--- config.mk ---
export PLATFORM = sky130hd
export DESIGN_NAME = lcdpi_inversion
export DESIGN_NICKNAME = d
export VERILOG_FILES = /design/src/lcdpi_pkg.sv /design/src/lcdpi_mode_capture.sv /design/src/lcdpi_inversion.sv
export SDC_FILE = /design/constraint.sdc
export NUM_CORES = 1
export LEC_CHECK = 0
export ABC_AREA = 1
export BUFFER_PORTS_ARGS = -buffer_cell sky130_fd_sc_hd__buf_2
export CELL_PAD_IN_SITES_DETAIL_PLACEMENT = 1
export CELL_PAD_IN_SITES_GLOBAL_PLACEMENT = 1
export CORE_MARGIN = 2
export CORE_UTILIZATION = 31
export CTS_CLUSTER_DIAMETER = 120
export DETAILED_ROUTE_END_ITERATION = 10
export GPL_ROUTABILITY_DRIVEN = 0
export PLACE_DENSITY = 0.74
export SYNTH_ARGS = -nofsm -noshare
export SYNTH_HDL_FRONTEND = slang
export SYNTH_SLANG_ARGS = --single-unit
--- constraint.sdc ---
create_clock -name SYS_CLK_I -period 1.3 [get_ports SYS_CLK_I]
set_input_delay 0.39 -clock SYS_CLK_I [delete_from_list [all_inputs] [get_ports SYS_CLK_I]]
set_output_delay 0.39 -clock SYS_CLK_I [all_outputs]
set_load 0.03 [all_outputs]
--- src/lcdpi_pkg.sv ---
/*
 * Package for the common-electrode polarity inversion block: register map, field
 * positions, reset values, bus response codes, carrier structs and state types.
 * Assumes a 32-bit AXI4-Lite register bus and a three-bit serial mode header.
 */
package lcdpi_pkg;

	// -----------------------------------------------------------------
	// Register map
	// -----------------------------------------------------------------
	localparam int ADDR_W = 8;
	localparam logic [7:0] CTRL_OFFSET = 8'h00;
	localparam logic [7:0] STATUS_OFFSET = 8'h04;
	localparam logic [7:0] COUNT_OFFSET = 8'h08;

	localparam int CTRL_COUNT_EN_BIT = 0;
	localparam logic [31:0] CTRL_RESET = 32'h00000001;

	localparam int STATUS_COMMON_BIT = 0;
	localparam int STATUS_ARMED_BIT = 1;
	localparam int STATUS_HW_MODE_BIT = 2;
	localparam int STATUS_FLAG_BIT = 3;

	localparam int COUNT_W = 16;
	localparam logic [15:0] COUNT_RESET = 16'h0000;

	localparam logic [1:0] RESP_OKAY = 2'h0;
	localparam logic [1:0] RESP_SLVERR = 2'h2;

	// -----------------------------------------------------------------
	// Serial mode header
	// -----------------------------------------------------------------
	localparam int MODE_BITS = 3;
	localparam logic [1:0] MODE_LAST_INDEX = 2'h2;
	localparam int MODE_POLARITY_BIT = 1;

	typedef enum logic [1:0] {
		CAP_IDLE,
		CAP_MODE,
		CAP_DONE
	} lcdpi_cap_phase_t;

	typedef struct packed {
		logic valid;
		logic [MODE_BITS-1:0] bits;
	} lcdpi_mode_flags_t;

	typedef struct packed {
		lcdpi_cap_phase_t phase;
		logic sclk_prev;
		logic [1:0] bit_cnt;
		logic [MODE_BITS-1:0] shift;
		lcdpi_mode_flags_t flags;
	} lcdpi_cap_state_t;

	typedef struct packed {
		logic hw_mode;
		logic ext_prev;
		logic armed;
		logic common;
		logic polarity_flag;
		logic count_en;
		logic [COUNT_W-1:0] toggles;
		logic awready;
		logic wready;
		logic aw_done;
		logic w_done;
		logic [ADDR_W-1:0] aw_addr;
		logic [31:0] w_data;
		logic [3:0] w_strb;
		logic bvalid;
		logic [1:0] bresp;
		logic arready;
		logic rvalid;
		logic [31:0] rdata;
		logic [1:0] rresp;
	} lcdpi_state_t;

endpackage

--- src/lcdpi_mode_capture.sv ---
/*
 * Serial mode header capture. Collects the first three serial bits after the
 * panel select rises and presents them, with a one-cycle valid pulse.
 * Assumes serial clock, data and select are synchronous to the system clock and
 * that the serial clock is far slower than it.
 */
`timescale 1ns/100ps
module lcdpi_mode_capture (
	input wire logic clk_i,
	input wire logic reset_i,
	input wire logic panel_select_i,
	input wire logic serial_clock_i,
	input wire logic serial_data_i,
	output lcdpi_pkg::lcdpi_mode_flags_t flags_o
);

	lcdpi_pkg::lcdpi_cap_state_t st;
	lcdpi_pkg::lcdpi_cap_state_t next_st;
	logic sclk_rise;

	// -----------------------------------------------------------------
	// Header shift
	// -----------------------------------------------------------------
	always_comb begin
		next_st = st;
		next_st.sclk_prev = serial_clock_i;
		next_st.flags.valid = 1'b0;
		sclk_rise = serial_clock_i && !st.sclk_prev;
		case (st.phase)
			lcdpi_pkg::CAP_IDLE: begin
				next_st.bit_cnt = 2'h0;
				if (panel_select_i) begin
					next_st.phase = lcdpi_pkg::CAP_MODE;
				end
			end
			lcdpi_pkg::CAP_MODE: begin
				if (!panel_select_i) begin
					// An aborted header leaves the last complete flags in place.
					next_st.phase = lcdpi_pkg::CAP_IDLE;
				end else if (sclk_rise) begin
					next_st.shift = {serial_data_i, st.shift[lcdpi_pkg::MODE_BITS-1:1]};
					next_st.bit_cnt = st.bit_cnt + 2'h1;
					if (st.bit_cnt == lcdpi_pkg::MODE_LAST_INDEX) begin
						next_st.flags.valid = 1'b1;
						next_st.flags.bits = {serial_data_i, st.shift[lcdpi_pkg::MODE_BITS-1:1]};
						next_st.phase = lcdpi_pkg::CAP_DONE;
					end
				end
			end
			lcdpi_pkg::CAP_DONE: begin
				if (!panel_select_i) begin
					next_st.phase = lcdpi_pkg::CAP_IDLE;
				end
			end
			default: begin
				next_st.phase = lcdpi_pkg::CAP_IDLE;
			end
		endcase
		if (reset_i) begin
			next_st = '0;
			next_st.phase = lcdpi_pkg::CAP_IDLE;
			next_st.sclk_prev = serial_clock_i;
		end
	end

	always_ff @(posedge clk_i) begin
		st <= next_st;
	end

	assign flags_o = st.flags;

endmodule

--- src/lcdpi_inversion.sv ---
/*
 * Common-electrode polarity inversion for a reflective memory panel, with an
 * AXI4-Lite register slave for control and status.
 * Assumes all pins are synchronous to SYS_CLK_I and that the inversion source
 * strap is stable from reset onward.
 */
// The register offsets and the AXI4-Lite register port were left to the implementer.
`timescale 1ns/100ps
module lcdpi_inversion (
	input wire logic SYS_CLK_I,
	input wire logic RESET_I,
	input wire logic PANEL_SELECT_I,
	input wire logic SERIAL_CLOCK_I,
	input wire logic SERIAL_DATA_I,
	input wire logic EXTERNAL_INVERSION_CLOCK_I,
	input wire logic INVERSION_SOURCE_SELECT_I,
	output logic COMMON_ELECTRODE_POLARITY_O,
	output logic ARMED_POLARITY_O,
	input wire logic S_AXI_AWVALID_I,
	output logic S_AXI_AWREADY_O,
	input wire logic [7:0] S_AXI_AWADDR_I,
	input wire logic [2:0] S_AXI_AWPROT_I,
	input wire logic S_AXI_WVALID_I,
	output logic S_AXI_WREADY_O,
	input wire logic [31:0] S_AXI_WDATA_I,
	input wire logic [3:0] S_AXI_WSTRB_I,
	output logic S_AXI_BVALID_O,
	input wire logic S_AXI_BREADY_I,
	output logic [1:0] S_AXI_BRESP_O,
	input wire logic S_AXI_ARVALID_I,
	output logic S_AXI_ARREADY_O,
	input wire logic [7:0] S_AXI_ARADDR_I,
	input wire logic [2:0] S_AXI_ARPROT_I,
	output logic S_AXI_RVALID_O,
	input wire logic S_AXI_RREADY_I,
	output logic [31:0] S_AXI_RDATA_O,
	output logic [1:0] S_AXI_RRESP_O
);

	lcdpi_pkg::lcdpi_state_t st;
	lcdpi_pkg::lcdpi_state_t next_st;
	lcdpi_pkg::lcdpi_mode_flags_t cap_flags;
	logic ext_rise;
	logic aw_take;
	logic w_take;
	logic ar_take;

	// -----------------------------------------------------------------
	// Address decode
	// -----------------------------------------------------------------
	function automatic logic addr_is(input logic [7:0] addr, input logic [7:0] offset);
		addr_is = (addr[7:2] == offset[7:2]);
	endfunction

	function automatic logic addr_known(input logic [7:0] addr);
		addr_known = addr_is(addr, lcdpi_pkg::CTRL_OFFSET) ||
			addr_is(addr, lcdpi_pkg::STATUS_OFFSET) ||
			addr_is(addr, lcdpi_pkg::COUNT_OFFSET);
	endfunction

	// -----------------------------------------------------------------
	// Serial header capture
	// -----------------------------------------------------------------
	lcdpi_mode_capture u_capture (
		.clk_i(SYS_CLK_I),
		.reset_i(RESET_I),
		.panel_select_i(PANEL_SELECT_I),
		.serial_clock_i(SERIAL_CLOCK_I),
		.serial_data_i(SERIAL_DATA_I),
		.flags_o(cap_flags)
	);

	// -----------------------------------------------------------------
	// Next state
	// -----------------------------------------------------------------
	always_comb begin
		next_st = st;
		ext_rise = EXTERNAL_INVERSION_CLOCK_I && !st.ext_prev;
		aw_take = S_AXI_AWVALID_I && st.awready;
		w_take = S_AXI_WVALID_I && st.wready;
		ar_take = S_AXI_ARVALID_I && st.arready;
		next_st.ext_prev = EXTERNAL_INVERSION_CLOCK_I;

		if (cap_flags.valid) begin
			next_st.polarity_flag = cap_flags.bits[lcdpi_pkg::MODE_POLARITY_BIT];
		end

		if (st.hw_mode) begin
			// The header flag is never consulted here.
			if (ext_rise) begin
				next_st.armed = !st.armed;
			end
			// Holding while select is high defers any change to the select fall; while low it tracks armed.
			if (!PANEL_SELECT_I) begin
				next_st.common = st.armed;
			end
		end else if (cap_flags.valid) begin
			// The inversion clock is not looked at in this mode.
			next_st.common = cap_flags.bits[lcdpi_pkg::MODE_POLARITY_BIT];
		end

		if (st.count_en && (next_st.common != st.common)) begin
			next_st.toggles = st.toggles + 16'h0001;
		end

		// Write channel: address and data are taken in either order.
		if (aw_take) begin
			next_st.aw_done = 1'b1;
			next_st.aw_addr = S_AXI_AWADDR_I;
		end
		if (w_take) begin
			next_st.w_done = 1'b1;
			next_st.w_data = S_AXI_WDATA_I;
			next_st.w_strb = S_AXI_WSTRB_I;
		end
		if (st.bvalid && S_AXI_BREADY_I) begin
			next_st.bvalid = 1'b0;
		end
		if (st.aw_done && st.w_done && !st.bvalid) begin
			next_st.aw_done = 1'b0;
			next_st.w_done = 1'b0;
			next_st.bvalid = 1'b1;
			next_st.bresp = lcdpi_pkg::RESP_SLVERR;
			if (addr_known(st.aw_addr)) begin
				next_st.bresp = lcdpi_pkg::RESP_OKAY;
			end
			if (addr_is(st.aw_addr, lcdpi_pkg::CTRL_OFFSET) && st.w_strb[0]) begin
				next_st.count_en = st.w_data[lcdpi_pkg::CTRL_COUNT_EN_BIT];
			end
		end
		next_st.awready = !next_st.aw_done && !next_st.bvalid;
		next_st.wready = !next_st.w_done && !next_st.bvalid;

		// Read channel: one read in flight, answered the cycle after it is taken.
		if (st.rvalid && S_AXI_RREADY_I) begin
			next_st.rvalid = 1'b0;
		end
		if (ar_take) begin
			next_st.rvalid = 1'b1;
			next_st.rdata = 32'h00000000;
			next_st.rresp = lcdpi_pkg::RESP_OKAY;
			if (addr_is(S_AXI_ARADDR_I, lcdpi_pkg::CTRL_OFFSET)) begin
				next_st.rdata[lcdpi_pkg::CTRL_COUNT_EN_BIT] = st.count_en;
			end else if (addr_is(S_AXI_ARADDR_I, lcdpi_pkg::STATUS_OFFSET)) begin
				next_st.rdata[lcdpi_pkg::STATUS_COMMON_BIT] = st.common;
				next_st.rdata[lcdpi_pkg::STATUS_ARMED_BIT] = st.armed;
				next_st.rdata[lcdpi_pkg::STATUS_HW_MODE_BIT] = st.hw_mode;
				next_st.rdata[lcdpi_pkg::STATUS_FLAG_BIT] = st.polarity_flag;
			end else if (addr_is(S_AXI_ARADDR_I, lcdpi_pkg::COUNT_OFFSET)) begin
				next_st.rdata = {16'h0000, st.toggles};
			end else begin
				next_st.rresp = lcdpi_pkg::RESP_SLVERR;
			end
		end
		next_st.arready = !next_st.rvalid;

		if (RESET_I) begin
			next_st = '0;
			// The strap is sampled during reset and held until the next one.
			next_st.hw_mode = INVERSION_SOURCE_SELECT_I;
			// Seeding the edge detector avoids a false rise at reset release.
			next_st.ext_prev = EXTERNAL_INVERSION_CLOCK_I;
			next_st.count_en = lcdpi_pkg::CTRL_RESET[lcdpi_pkg::CTRL_COUNT_EN_BIT];
			next_st.toggles = lcdpi_pkg::COUNT_RESET;
		end
	end

	always_ff @(posedge SYS_CLK_I) begin
		st <= next_st;
	end

	// -----------------------------------------------------------------
	// Outputs
	// -----------------------------------------------------------------
	assign COMMON_ELECTRODE_POLARITY_O = st.common;
	assign ARMED_POLARITY_O = st.armed;
	assign S_AXI_AWREADY_O = st.awready;
	assign S_AXI_WREADY_O = st.wready;
	assign S_AXI_BVALID_O = st.bvalid;
	assign S_AXI_BRESP_O = st.bresp;
	assign S_AXI_ARREADY_O = st.arready;
	assign S_AXI_RVALID_O = st.rvalid;
	assign S_AXI_RDATA_O = st.rdata;
	assign S_AXI_RRESP_O = st.rresp;
endmodule

## Yosys cells after proc, flatten, opt, wreduce, memory -nomap -nowiden

Cells that the tools add are included.

- Register bits: 121
- Input port bits: 70
- Output and inout bits: 43
- Logic and storage cells: 108

- $add $sub $neg: 2
- Equality and inequality tests: 14
- Muxes and demuxes: 29
- Bitwise logic cells: 3
- Reductions and logical operators: 34

Operators with widths:

| cell | count |
|---|---|
| 35-bit 2-to-1 mux | 1 |
| 31-bit 2-to-1 mux | 1 |
| 2-bit 2-to-1 mux | 10 |
| 9-bit 2-to-1 mux | 2 |
| 16-bit by 1-bit adder with 16-bit output, second input constant | 1 |
| 16-bit 2-to-1 mux | 1 |
| 1-bit logical AND | 13 |
| 6-bit by 1-bit equality test with 1-bit output, second input constant | 2 |
| 6-bit by 2-bit equality test with 1-bit output, second input constant | 2 |
| 6-bit zero test | 2 |
| 12-bit 2-to-1 mux | 1 |
| 1-bit zero test | 8 |
| 1-bit 2-to-1 mux | 8 |
| 4-bit 2-to-1 mux | 2 |
| 4-bit AND reduction | 2 |
| 2-bit inequality test, second input constant | 3 |
| 3-bit by 2-bit inequality test with 1-bit output, second input constant | 2 |
| 2-bit one-hot mux with 3 select lines | 1 |
| 3-bit AND reduction | 2 |
| 2-bit equality test, second input constant | 2 |
| 2-bit one-hot mux with 2 select lines | 1 |
| 2-bit AND reduction | 2 |
| 4-bit OR reduction | 1 |
| 3-bit 2-to-1 mux | 1 |
| other kinds (8) | 11 |

## Logic depth before layout (Yosys ltp)

- Depth after elaboration: 7
- Depth in mapped cells: 9

## Cells and area by module

From an unflattened synthesis, not the netlist that was laid out.

- Cell total of the unflattened synthesis: 448
- Area total of the unflattened synthesis: 3273.1 µm²

Modules (own cells, without submodules):

| module | times used | cells an instance | area each (µm²) |
|---|---|---|---|
| lcdpi_inversion | 1 | 389 | 2815.2 |
| lcdpi_mode_capture | 1 | 59 | 457.9 |

## Least setup slack after synthesis

OpenSTA, ideal clock, no wires.

- Path kind: register -> register
- Start: register st, in the netlist COMMON_ELECTRODE_POLARITY_O
- End: register st[92] (netlist bit)
- Arrival: 1.352 ns
- Required time: 1.168 ns
- Path slack: -0.184 ns
- Cell stages (with the launch flop): 9
- Path buffers: 1
- Period minus slack after synthesis: 1.484 ns
- Cells stage by stage: dfxtp_1 -> nand2_1 -> nand3_2 -> nand2_1 -> nand2_2 -> nand3_4 -> buf_6 -> nand2_1 -> a21oi_1

- Cells in the longest elaborated chain, start to end: 4
- Elaborated cells between the ends (all ways): 5

RTL lines:

| item | RTL line | RTL |
|---|---|---|
| start, declared | lcdpi_inversion.sv:40 | `lcdpi_pkg::lcdpi_state_t st;` |
| start signal, assigned | lcdpi_inversion.sv:169 | `st <= next_st;` |
| 1-bit 2-to-1 mux, on equally long branches | lcdpi_inversion.sv:97, lcdpi_inversion.sv:94 |  |
| 1-bit 2-to-1 mux | lcdpi_inversion.sv:88 | `if (st.hw_mode) begin` |
| 1-bit inequality test * | lcdpi_inversion.sv:102 | `if (st.count_en && (next_st.common != st.common)) begin` |
| 1-bit logical AND * | lcdpi_inversion.sv:102 |  |

Mark *: on every way between the ends. The rest lies on a longest branch, timed or not.
A chain may end at the register's enable or synchronous reset.

## Worst setup path after layout

- Start: register st[108] (netlist bit)
- End: register st[95] (netlist bit)

- Cells in the longest elaborated chain, start to end: 3

RTL lines:

| item | RTL line |
|---|---|
| 1-bit 2-to-1 mux | lcdpi_inversion.sv:88 |
| 1-bit inequality test | lcdpi_inversion.sv:102 |
| 1-bit logical AND | lcdpi_inversion.sv:102 |

Every way passes these cells.

==> flow_summary.ini <==
[clocking]
cts_max_level = 3
cts_tree = yes
clk_latency_ns = 0.35
cts_buffers = 9
cts.path.max_buffers = 2
clk_pin_slew_ns = 0.07
hold_buffers = 0
cts_root_buffer = clkbuf_8
cts_num_sinks = 63

[route]
drt_iter0_markers = 91
ant_nets = 0
viasPerCell = 4.49
via_count = 2871
drt_wl_total_um = 8080
post-route-drc-count = 0
wl_met2_um = 3950
dr.max_layer_used = met4
met3_length_um = 317
wl_met1_um = 3650
avgRoutedWirePerCell_um = 12.6
first_pass_iters = 4

[timing]
worst_slack_ns = -0.104
max_freq_mhz = 712
fin_skew_ns = 0.00661
hold_slack_ns = 0.151
drv_slew = 0
rsz0062_at_grt = true
setup_viol = 16
min_period_ns = 1.40
period_share_pct = 108
hold_violations = 0

[min_path]
hp-class = input port to register

[floorplan]
fp-row-count = 36
fp.dieH_um = 103
io_pins = 113
dieArea_um2 = 10600
dieWidth_um = 103
core_area_um2 = 9640
start_util_pct = 31.6

[setup_path]
r2r-end = st[95]$_SDFFE_PP0P_
r2r_slack_ns = -0.10
setup.worst_path.start = st[108]$_DFFE_PP_
critPathKind = register to register
crit_fanout = 13
arrival_ns = 1.64
critPathCapture = st[95]$_SDFFE_PP0P_
worst_ep_required_time_ns = 1.54
cp-end-kind = register
timing.rr.start = st[108]$_DFFE_PP_
rr_worst_depth = 8
critPathLaunchType = register

[finish]
drive_above_1_share_pct = 28.6
syn2layout_area_growth_pct = 27.9
antenna_cells = 0
fin_nets = 574

[logic_synthesis]
ys_types = 30
netlist_top_cells_area = dfxtp_1 41%, nand2_1 13%, buf_4 9.1%
async_flop_share_pct = 0
synth_area_um2 = 3050
synth_edf_count = 1
yosys_warnings = 0
synth_top_cell_area_share_pct = 40.7
synth_flop_cell = dfxtp_1
syn_avg_cell_area_um2 = 7.19
yosysSeqAreaShare_pct = 41.7
synthCells = 424
synth_top_cell_by_area = dfxtp_1
synth_seq_cells = 63

[global_routing]
grt_max_degree = 41
grt_overflow = 0
grt_pass1_vias = 2737
grt_first_pass_wirelength_um = 12400
grt_use_total_pct = 15.1
antenna_found_initial = 0

[power]
power_frac_clock_pct = 35.1
p_leak_uw = 0.00165
p_int_uw = 2910
switching_share_pct = 29.3
power_density_nw_per_um2 = 1050
p_seq_share_pct = 49.6
ir_drop_uv = 418
p_sw_uw = 1200
comb_power_share_pct = 15.2

[place]
place_ws_ns = -0.176
portBuffers = 50
hpwl_um = 5730

[run_status]
violations = setup timing
status = finished with violations

[job]
maxCapViolCount = 0
[per-stage QoR]
step	instances	area, um2	utilization (%)	power (uW)	TNS (ns)
floorplan	441	3120	-	2480	0
global placement	622	3580	37.2	2640	-3.07
detailed placement	622	3580	37.2	2660	-4.44
CTS	638	3780	39.2	4140	-1.04
global route	640	3900	40.5	4310	-2.38
finish	640	3900	40.5	4120	-1.38
[sequential cells by signal, summed over array words and instances (netlist names), 2 cells and up]
name               count
st                    30
S_AXI_RDATA_O         16
u_capture.st           6
u_capture.flags_o      2
[critical path, cell delays in order, from the launching register on]
cell,delay (ns)
edfxtp_1,0.45
buf_4,0.17
nand3_4,0.10
nand3_4,0.14
nand2_4,0.10
nor2_4,0.04
buf_12,0.14
nand2_1,0.08
a21oi_2,0.05
[metal layers]
metal  vias up  global-route usage [%]
li1       1463                       -
met1      1334                    17.8
met2        60                    26.3
met3        14                    3.63
met4         0                    6.07
met5         -                       0
[kinds of logic after synthesis]
| logic type | after synthesis | synth area share, % |
|---|---|---|
| adder cells (fa/ha/maj) | 2 | 0.820 |
| other | 1 | 0.123 |
| AO/OA/AOI/OAI | 66 | 11.0 |
| buffers and inverters | 80 | 14.9 |
| AND/OR/NAND/NOR | 204 | 29.1 |
| XOR/XNOR | 8 | 2.30 |
| flip-flops | 63 | 41.7 |
[power by group through the flow]
stage | Sequential, uW | Combinational [uW] | Clock [uW]
after floorplan | 2110 | 371 | 0
after global placement | 2080 | 557 | 0
after detailed placement | 2080 | 572 | 0
after CTS | 2040 | 590 | 1510
after global routing | 2050 | 687 | 1580
final | 2040 | 627 | 1450
[area by class of cell]
class	count	area [um2]
inverters	33	124
clock buffers	12	135
fillers	1244	5740
repair buffers	96	683
flip-flops and latches	63	1280
well taps	133	166
multi-input cells	299	1490
clock inverters	4	22.5
[worst min path at each step]
stage                                      start                                 to  slack [ns]  depth (start not counted)
2_1_floorplan                  st[83]$_SDFF_PP0_          S_AXI_WREADY_O$_SDFF_PP0_        0.40                          1
3_3_place_gp                   st[83]$_SDFF_PP0_          S_AXI_WREADY_O$_SDFF_PP0_        0.42                          1
3_5_place_dp   u_capture.flags_o[1]$_SDFFE_PP0P_  u_capture.flags_o[1]$_SDFFE_PP0P_        0.44                          2
4_1_cts               EXTERNAL_INVERSION_CLOCK_I                    st[107]$_DFF_P_        0.13                          1
5_1_grt               EXTERNAL_INVERSION_CLOCK_I                    st[107]$_DFF_P_        0.13                          1
6_report              EXTERNAL_INVERSION_CLOCK_I                    st[107]$_DFF_P_        0.15                          1
[layout by cell type (no fill, tap or decap), types with 3 or more instances in the layout]
cell	n
xor2_1	4
a21oi_1	39
buf_12	3
buf_4	55
clkbuf_1	3
clkinv_2	3
nand3_4	5
inv_1	31
nor2_1	52
nor2_4	3
o21ai_0	19
buf_2	33
clkbuf_8	9
nand2_1	101
dfxtp_2	3
xnor2_1	4
dfxtp_1	57
clkbuf_4	3
conb_1	18
nand4_1	11
nand3_1	15
a21oi_2	4
nand2_2	8
[cells in the mapped netlist, types with 2 or more instances]
library cell / instances
o21ai_0: 20
xnor2_1: 4
xor2_1: 4
buf_4: 37
nand2_1: 107
clkbuf_1: 7
nor3_1: 3
nor2_1: 55
nand3_4: 2
a21oi_1: 43
nand4_1: 11
buf_6: 2
nand3_2: 2
dfxtp_1: 62
inv_1: 32
nand2_2: 4
nand3_1: 15
ha_1: 2
[repair_timing]
item / CTS / global route
pin swaps: 1 / 3
resized for setup: 12 / 43
buffers inserted: 1 / 1
endpoints found under the setup margin: 22 / 31
gates cloned: 0 / 1
Power figures use the tool's default switching activity.
